--- src/core/ricr_pkg.sv ---
// Purpose: Shared constants and carriers for the reference input configuration registers.
// Assumes: Byte-wide registers reached through a parallel access port on the system clock.
// Notes: Offsets are the byte addresses of the serial register map.
package ricr_pkg;

   // Register offsets.
   localparam logic [7:0] RX_BG_OFS = 8'h1a;
   localparam logic [7:0] CRYSTAL_CAP_OFS = 8'h1b;
   localparam logic [7:0] SPARE_1C_OFS = 8'h1c;
   localparam logic [7:0] SPARE_1D_OFS = 8'h1d;
   localparam logic [7:0] SPARE_1E_OFS = 8'h1e;
   localparam logic [7:0] DIV_HI_OFS = 8'h1f;
   localparam logic [7:0] DIV_LO_OFS = 8'h20;
   localparam logic [7:0] DBL_PRE_OFS = 8'h21;
   localparam logic [7:0] SPARE_22_OFS = 8'h22;

   // Field positions in the receiver reset and bandgap register.
   localparam int RX_RESET_BIT = 7;
   localparam int BG_ADJ_MSB = 6;
   localparam int BG_ADJ_LSB = 2;
   localparam int BG_OVR_BIT = 0;

   // Field positions in the crystal tuning capacitance register.
   localparam int CAP_AUTO_BIT = 7;
   localparam int CAP_RSVD_BIT = 6;
   localparam int CAP_CODE_MSB = 5;
   localparam int CAP_CODE_LSB = 0;

   // Field positions in the divider and doubler/prescaler registers.
   localparam int DIV_LO_MSB = 7;
   localparam int DIV_LO_LSB = 2;
   localparam int DIV_OVR_BIT = 1;
   localparam int DBL_OVR_BIT = 7;
   localparam int DBL_SEL_BIT = 6;
   localparam int PRE_OVR_BIT = 5;
   localparam int PRE_SEL_BIT = 4;

   // Values after reset.
   localparam logic [4:0] BG_ADJ_RST = 5'h00;
   localparam logic [5:0] CAP_CODE_RST = 6'h00;
   localparam logic [13:0] DIV_RST = 14'h0800;
   localparam logic CAP_AUTO_RST = 1'b1;

   // Cycles the reference input hardware reset is held after a set.
   localparam logic [3:0] RX_RESET_CYCLES = 4'h8;

   typedef struct packed {
      logic wr;
      logic rd;
      logic [7:0] addr;
      logic [7:0] wdata;
   } ricr_req_t;

   // Values chosen automatically by the strap decode when no override is set.
   typedef struct packed {
      logic [4:0] bandgap;
      logic [5:0] cap_code;
      logic [13:0] divider;
      logic doubler;
      logic prescaler;
   } ricr_auto_t;

   // Settings applied to the reference input section.
   typedef struct packed {
      logic rx_reset;
      logic [4:0] bandgap;
      logic [5:0] cap_code;
      logic [5:0] cap_qpf;
      logic [13:0] divider;
      logic doubler;
      logic prescaler;
   } ricr_cfg_t;

endpackage

--- src/core/ricr_regs.sv ---
// Purpose: Configuration registers for the reference input, bandgap and crystal sections.
// Assumes: The serial host decoder presents requests on the system clock; strap
// decode values arrive from logic on the same clock.
// Notes: Applied settings follow the registers one clock after a write.
// Function
// - Receiver reset bit clears itself after being set.
// - Writing one resets the reference input hardware; zero is normal operation.
// - Five-bit bandgap adjust in bits 6:2, default zero.
// - Override bit zero selects automatic bandgap, adjust field ignored.
// - Override bit one applies the stored adjust field.
// - Capacitance disable bit defaults one (automatic); zero uses tuning field.
// - Tuning code is inverted binary, quarter picofarad per step.
// - Fourteen-bit divider: bits 13:6 high register, 5:0 in bits 7:2.
// - Stored divider defaults to 2048.
// - Stored divider applies only with override bit one; else straps decide.
// - With override set, register divider replaces the strap divider.
// - Doubler automatic unless override bit 7; then bit 6 selects.
// - Doubler select has no effect without its override.
// - Prescaler automatic unless override bit 5; then bit 4 selects.
`timescale 1ns/1ps

module ricr_regs (
   // Clock and reset
   input wire logic clock,
   input wire logic rstn,
   // Register access from the serial host decoder
   input wire ricr_pkg::ricr_req_t req,
   output logic [7:0] rdata,
   output logic rvalid,
   // Strap-derived automatic settings
   input wire ricr_pkg::ricr_auto_t auto_cfg,
   // Applied configuration
   output ricr_pkg::ricr_cfg_t cfg
);

   logic [3:0] rx_cnt_r;
   logic [4:0] bg_adj_r;
   logic bg_ovr_r;
   logic cap_auto_r;
   logic [5:0] cap_code_r;
   logic [13:0] div_r;
   logic div_ovr_r;
   logic dbl_ovr_r;
   logic dbl_sel_r;
   logic pre_ovr_r;
   logic pre_sel_r;
   logic [7:0] rd_nxt;
   logic [5:0] cap_nxt;

   function automatic logic wr_hit(input ricr_pkg::ricr_req_t r, input logic [7:0] ofs);
      wr_hit = r.wr && (r.addr == ofs);
   endfunction

   // The reset is stretched so every piece of the input section sees it;
   // a new write of one to bit 7 during the pulse restarts the count.
   always_ff @(posedge clock or negedge rstn) begin
      if (!rstn) begin
         rx_cnt_r <= 4'h0;
      end else if (wr_hit(req, ricr_pkg::RX_BG_OFS) && req.wdata[ricr_pkg::RX_RESET_BIT]) begin
         rx_cnt_r <= ricr_pkg::RX_RESET_CYCLES;
      end else if (rx_cnt_r != 4'h0) begin
         rx_cnt_r <= rx_cnt_r - 4'h1;
      end
   end

   always_ff @(posedge clock or negedge rstn) begin
      if (!rstn) begin
         bg_adj_r <= ricr_pkg::BG_ADJ_RST;
         bg_ovr_r <= 1'b0;
      end else if (wr_hit(req, ricr_pkg::RX_BG_OFS)) begin
         bg_adj_r <= req.wdata[ricr_pkg::BG_ADJ_MSB:ricr_pkg::BG_ADJ_LSB];
         bg_ovr_r <= req.wdata[ricr_pkg::BG_OVR_BIT];
      end
   end

   // Bit 6 is not stored, so a host that breaks the write-zero convention
   // cannot disturb the oscillator.
   always_ff @(posedge clock or negedge rstn) begin
      if (!rstn) begin
         cap_auto_r <= ricr_pkg::CAP_AUTO_RST;
         cap_code_r <= ricr_pkg::CAP_CODE_RST;
      end else if (wr_hit(req, ricr_pkg::CRYSTAL_CAP_OFS)) begin
         cap_auto_r <= req.wdata[ricr_pkg::CAP_AUTO_BIT];
         cap_code_r <= req.wdata[ricr_pkg::CAP_CODE_MSB:ricr_pkg::CAP_CODE_LSB];
      end
   end

   always_ff @(posedge clock or negedge rstn) begin
      if (!rstn) begin
         div_r <= ricr_pkg::DIV_RST;
         div_ovr_r <= 1'b0;
      end else if (wr_hit(req, ricr_pkg::DIV_HI_OFS)) begin
         div_r[13:6] <= req.wdata;
      end else if (wr_hit(req, ricr_pkg::DIV_LO_OFS)) begin
         div_r[5:0] <= req.wdata[ricr_pkg::DIV_LO_MSB:ricr_pkg::DIV_LO_LSB];
         div_ovr_r <= req.wdata[ricr_pkg::DIV_OVR_BIT];
      end
   end

   always_ff @(posedge clock or negedge rstn) begin
      if (!rstn) begin
         dbl_ovr_r <= 1'b0;
         dbl_sel_r <= 1'b0;
         pre_ovr_r <= 1'b0;
         pre_sel_r <= 1'b0;
      end else if (wr_hit(req, ricr_pkg::DBL_PRE_OFS)) begin
         dbl_ovr_r <= req.wdata[ricr_pkg::DBL_OVR_BIT];
         dbl_sel_r <= req.wdata[ricr_pkg::DBL_SEL_BIT];
         pre_ovr_r <= req.wdata[ricr_pkg::PRE_OVR_BIT];
         pre_sel_r <= req.wdata[ricr_pkg::PRE_SEL_BIT];
      end
   end

   always_comb begin
      rd_nxt = 8'h00;
      unique case (req.addr)
         ricr_pkg::RX_BG_OFS: begin
            rd_nxt = {(rx_cnt_r != 4'h0), bg_adj_r, 1'b0, bg_ovr_r};
         end
         ricr_pkg::CRYSTAL_CAP_OFS: begin
            rd_nxt = {cap_auto_r, 1'b0, cap_code_r};
         end
         ricr_pkg::DIV_HI_OFS: begin
            rd_nxt = div_r[13:6];
         end
         ricr_pkg::DIV_LO_OFS: begin
            rd_nxt = {div_r[5:0], div_ovr_r, 1'b0};
         end
         ricr_pkg::DBL_PRE_OFS: begin
            rd_nxt = {dbl_ovr_r, dbl_sel_r, pre_ovr_r, pre_sel_r, 4'h0};
         end
         default: begin
            rd_nxt = 8'h00;
         end
      endcase
   end

   always_ff @(posedge clock or negedge rstn) begin
      if (!rstn) begin
         rdata <= 8'h00;
         rvalid <= 1'b0;
      end else begin
         rvalid <= req.rd;
         rdata <= req.rd ? rd_nxt : 8'h00;
      end
   end

   assign cap_nxt = cap_auto_r ? auto_cfg.cap_code : cap_code_r;

   // Applied settings are registered so the analog controls never see a
   // combinational glitch while an override is being changed.
   always_ff @(posedge clock or negedge rstn) begin
      if (!rstn) begin
         cfg <= '0;
      end else begin
         cfg.rx_reset <= (rx_cnt_r != 4'h0);
         cfg.bandgap <= bg_ovr_r ? bg_adj_r : auto_cfg.bandgap;
         cfg.cap_code <= cap_nxt;
         cfg.cap_qpf <= ~cap_nxt;
         cfg.divider <= div_ovr_r ? div_r : auto_cfg.divider;
         cfg.doubler <= dbl_ovr_r ? dbl_sel_r : auto_cfg.doubler;
         cfg.prescaler <= pre_ovr_r ? pre_sel_r : auto_cfg.prescaler;
      end
   end

endmodule

--- config.mk ---
export PLATFORM = sky130hd
export DESIGN_NAME = ricr_regs
export DESIGN_NICKNAME = d
export VERILOG_FILES = /design/src/core/ricr_pkg.sv /design/src/core/ricr_regs.sv
export SDC_FILE = /design/constraint.sdc
export NUM_CORES = 1
export LEC_CHECK = 0
export ABC_AREA = 1
export BUFFER_PORTS_ARGS = -buffer_cell sky130_fd_sc_hd__buf_2
export CORE_ASPECT_RATIO = 1.4
export CORE_MARGIN = 5
export CORE_UTILIZATION = 40
export DETAILED_ROUTE_END_ITERATION = 16
export GPL_ROUTABILITY_DRIVEN = 0
export PLACE_DENSITY = 0.66
export RECOVER_POWER = 50
export SLEW_MARGIN = 5
export SYNTH_ARGS = -nofsm -noshare
export SYNTH_HDL_FRONTEND = slang
export SYNTH_SLANG_ARGS = --single-unit
--- constraint.sdc ---
create_clock -name clock -period 1.3 [get_ports clock]
set_input_delay 0.325 -clock clock [delete_from_list [all_inputs] [get_ports clock]]
set_output_delay 0.325 -clock clock [all_outputs]
set_load 0.02 [all_outputs]
# Yosys cells after proc, flatten, opt, wreduce, memory -nomap -nowiden
# Cells that the tools add are included.
# totals
output_inout_bits,43
in_bits,47
regBits,79
wordCells,47
# op_classes
n_reduce_logical,9
n_addsub,1
n_bitwise,2
n_mux,9
eq_ne,5
# op_table
operator,n
8-bit case mux with 5 select lines,1
"8-bit by 5-bit == test with 1-bit output, second input constant",3
"8-bit by 6-bit == test with 1-bit output, second input constant",2
14-bit 2-to-1 mux,1
4-bit 2-to-1 mux,2
8-bit 2-to-1 mux,1
1-bit logical AND,6
6-bit 2-to-1 mux,1
6-bit NOT,1
5-bit 2-to-1 mux,1
4-bit nonzero test,1
"4-bit by 1-bit subtractor with 4-bit output, second input constant",1
1-bit 2-to-1 mux,2
2-bit AND reduction,1
2-bit nonzero test,1
1-bit NOT,1

# Depth between registers and ports, before layout
# logic_depth
depth_word,4
ltp_mapped,9
ltp_nobuf,9

# Least setup slack after synthesis
# OpenSTA, ideal clock, no wires.
# synth_path
kind,reg-to-reg
from,reg rx_cnt_r[0]
to,reg rx_cnt_r[1]
setup_time_ns,0.077
t_arrival_ns,1.170
required_ns,1.223
setup_slack_ns,0.053
path_stages_with_launch,7
cell_sequence,dfrtp_1 -> inv_1 -> ha_1 -> nand3_1 -> inv_1 -> or2_2 -> a21oi_1
# synth_via
elab_chain_cells,3
# synth_lines
element,line,rtl
start: declaration,ricr_regs.sv:36,logic [3:0] rx_cnt_r;
start signal: assignment,ricr_regs.sv:60,rx_cnt_r <= ricr_pkg::RX_RESET_CYCLES;
start signal: assignment,ricr_regs.sv:62,rx_cnt_r <= rx_cnt_r - 4'h1;
4-bit by 1-bit subtractor with 4-bit output,ricr_regs.sv:62,
4-bit 2-to-1 mux,ricr_regs.sv:61,end else if (rx_cnt_r != 4'h0) begin
4-bit 2-to-1 mux,ricr_regs.sv:59,"end else if (wr_hit(req, ricr_pkg::RX_BG_OFS) && req.wdata[ricr_pkg::RX_RESET_BIT]) begin"
# Parallel ways exist; a longest one is shown, timed or not. The select of a mux whose other input is x is not followed.
# A chain may end at the register's enable or synchronous reset.

# Worst setup path after layout
# layout_path
from,reg rx_cnt_r[0]
to,reg rdata[7]
# layout_via
elab_chain_cells,3
# layout_lines
element,line,rtl
4-bit nonzero test,ricr_regs.sv:118,"rd_nxt = {(rx_cnt_r != 4'h0), bg_adj_r, 1'b0, bg_ovr_r};"
8-bit case mux with 5 select lines,ricr_regs.sv:116,unique case (req.addr)
8-bit 2-to-1 mux,ricr_regs.sv:144,rdata <= req.rd ? rd_nxt : 8'h00;
end signal: assignment,ricr_regs.sv:144,
end: declaration,ricr_regs.sv:28,"output logic [7:0] rdata,"
# No other way between the ends.

==> results.md <==
* Outcome: finished, final reports clean
* Met1 Track Usage GR at 18.92%
* Ys flop type: dfrtp_1
* CTS tree: done
* FFs w/ async S/R, synth at 100.0%
* Starting density of the core at 40.33%
* Critical path origin: rx_cnt_r[0]$_DFFE_PN0P_
* Dpl cells at 557
* R2R setup slack at between 60 and 70 ps
* Share of cells above drive strength 1 at between 30% and 40%
* Clk pin slew, worst setup/hold paths at 50 ps
* Hold path start: req[16]
* Worst R2R Start: rx_cnt_r[0]$_DFFE_PN0P_
* Syn Area/Cell at 9.745 sq um
* Final non-filler cell total at 574
* Post-Syn Instances at 350
* Critical Path End Type: flop
* Period Utilization, post-route at 95.07%
* R2R depth at 7
* HP Class: in -> reg
* Number of max-cap violations at 0
* DP HPWL at 6.566 mm
* PortBufs at 89
* Crit path required time at between 1500 and 2000 ps
* Met3 usage at 4.014%
* Worst vdd ir at 0.7396 mV
* Final number of setup-violating endpoints at 0
* Setup TNS at 0 ps
* Fmax at between 0.8 and 0.9 GHz
* Die W at 88.04 microns
* Synth warn at 0
* Final wirelength at 8.252 mm
* Global route overflow at 0
* Fillers at 770
* Total power at 6.593 mW
* # diodes at 0
* Clock Sinks at slightly below 80
* P_leak at 2.306 nW
* Post-DRT Antenna Nets at 0
* Area Overhead vs Synth at 29.42%
* Final Max Slew Viols at 0
* CTS buffer count at 9
* Crit Path Max Fanout at 3
* Vias post-DR at 2754
* Die span in y at 119.3 microns
* Hold slack at approximately 170 ps
* Layer with the highest usage: met2
* Clock buffer depth at 2
* Die area at 10500 sq um
* Worst Setup Start Kind: flop
* GRT met2 Usage at 29.29%
* Sequential share of the synthesized area at 58.03%
* DRC violations left at 0
* Drt first-iter violations at roughly 110
* Initial antenna violation count at 0
* Final hold vios at 0
* Synthesized Nets at 399
* Min cycle time layout at 1236 ps
* Slew @ Worst Pin at 409.6 ps
* IO Count at 90
* Post-synthesis cell type count at 30
* First-pass GRT wire length at 13.61 mm
* CTS root buffer: clkbuf_16
* Num rows at 40
* Drt wl/cell at 14.38 microns
* Synthesized cell area at 3411 sq um
* Reg2reg end: rdata[7]$_DFF_PN0_
* Vias in the first global route at 2788
* 1st-pass router iterations at 4
* Core area at 8458 sq um
* Flip-flop and latch count after synthesis at 79
* Power per cell area at 1494 nW/um^2
* H-tree depth at 3
* GRT Util Overall at 17.06%
* Final Util at 52.19%
* Worst path arrival time at around 1500 ps
* Clock skew at around 2.5 ps
* Postcts setup bufs at 0
* WHS Endpoint: rvalid$_DFF_PN0_
* Clk_lat worst skew at approximately 330 ps
* Post-synth EDFFs at 0
* Max_slew headroom at 72.59%
* Vias per Instance at approximately 4.8
* Critical Setup Path Class: reg -> reg
* Largest net degree at the start of global routing at 27
* # nets final at just over 500
* Hold depth at 1
state kept, by name, summed over array words and instances (netlist names), 4 cells and up:
| name | cells |
|---|---|
| rdata | 8 |
| cfg | 34 |
| div_r | 14 |
| cap_code_r | 6 |
| bg_adj_r | 5 |
| rx_cnt_r | 4 |
power breakdown:
part           switching [mW]  internal [mW]  total (mW)
registers               0.112           2.71        2.82
clock network           0.903           1.78        2.69
logic                   0.641          0.448        1.09
kinds of logic after synthesis:
kind of cell | Yosys count | share of synthesized area [%]
xor+xnor | 2 | 0.5137
buf+inv | 58 | 7.446
simple gates | 142 | 21.20
flops | 79 | 58.03
mux | 5 | 1.651
fa+ha+maj | 2 | 0.7336
compound gates | 62 | 10.42
repair_timing:
| action | CTS | global route |
|---|---|---|
| setup endpoints to repair | 1 | 4 |
| endpoints found under the hold margin | 21 | 0 |
| gates resized for setup | 1 | 6 |
| hold buffers | 1 | 0 |
| pin swaps | 0 | 1 |
Yosys cell counts, drive strengths merged, types with 2 or more instances:
cell type	number	share of area, %
a21oi	11	1.6
buf	5	1.6
clkbuf	3	0.33
dfrtp	77	56
dfstp	2	1.5
ha	2	0.73
inv	49	5.4
mux2	5	1.7
nand2	69	8.7
nand3	32	4.7
nor2	32	6.1
nor3	2	0.44
o21a	2	0.44
o21ai	48	8.1
or2	7	1.3
layout by cell type, fill, tap and decap left out, drive strengths merged, types with 5 or more instances in the layout:
master and instances:
buf 105, dfrtp 77, nand2 69, inv 49, o21ai 48, nand3 32
nor2 32, clkbuf 18, a21oi 11, or2 7, mux2 5
worst max-delay path by stage:
stage	end	slack [ps]	cells after the start
floorplan	rx_cnt_r[1]$_DFFE_PN0P_	50	6
global placement	rdata[3]$_DFF_PN0_	-90	9
detailed placement	bg_adj_r[2]$_DFFE_PN0N_	-120	8
CTS	rx_cnt_r[1]$_DFFE_PN0P_	10	6
global route	rdata[7]$_DFF_PN0_	-7	7
finish	rdata[7]$_DFF_PN0_	60	7
worst max-delay path, stage by stage, from the launching register on:
cell and delay [ps]:
dfrtp_1 390, inv_2 70, ha_2 180, nand3_2 120, nand3_1 100, nand3_1 100, nor2_2 110, nor2_1 50
area by class of cell:
class,count,area [sq um],share of cell area [%]
sequential,79,1979,44.84
tap,105,131.4,2.976
inverter,50,188.9,4.280
clock buffer,13,260.3,5.896
multi-input combinational,213,1184,26.81
clock inverter,3,65.06,1.474
timing repair buffer,111,605.6,13.72
metrics by stage:
stage	area (sq um)	setup WS [ps]
2_1_floorplan	3411	53.02
3_3_place_gp	4120	-89.05
3_5_place_dp	4120	-121.6
4_1_cts	4461	11.10
5_1_grt	4414	-7.237
6_report	4414	64.09
metal layers:
metal,vias to the layer above,share of wire [%],routed length [microns]
li1,1339,-,-
met4,0,3.8,310
met2,92,53,4353
met5,-,0,0
met1,1300,37,3047
met3,23,6.6,541
(Power assumes the default switching activity.)
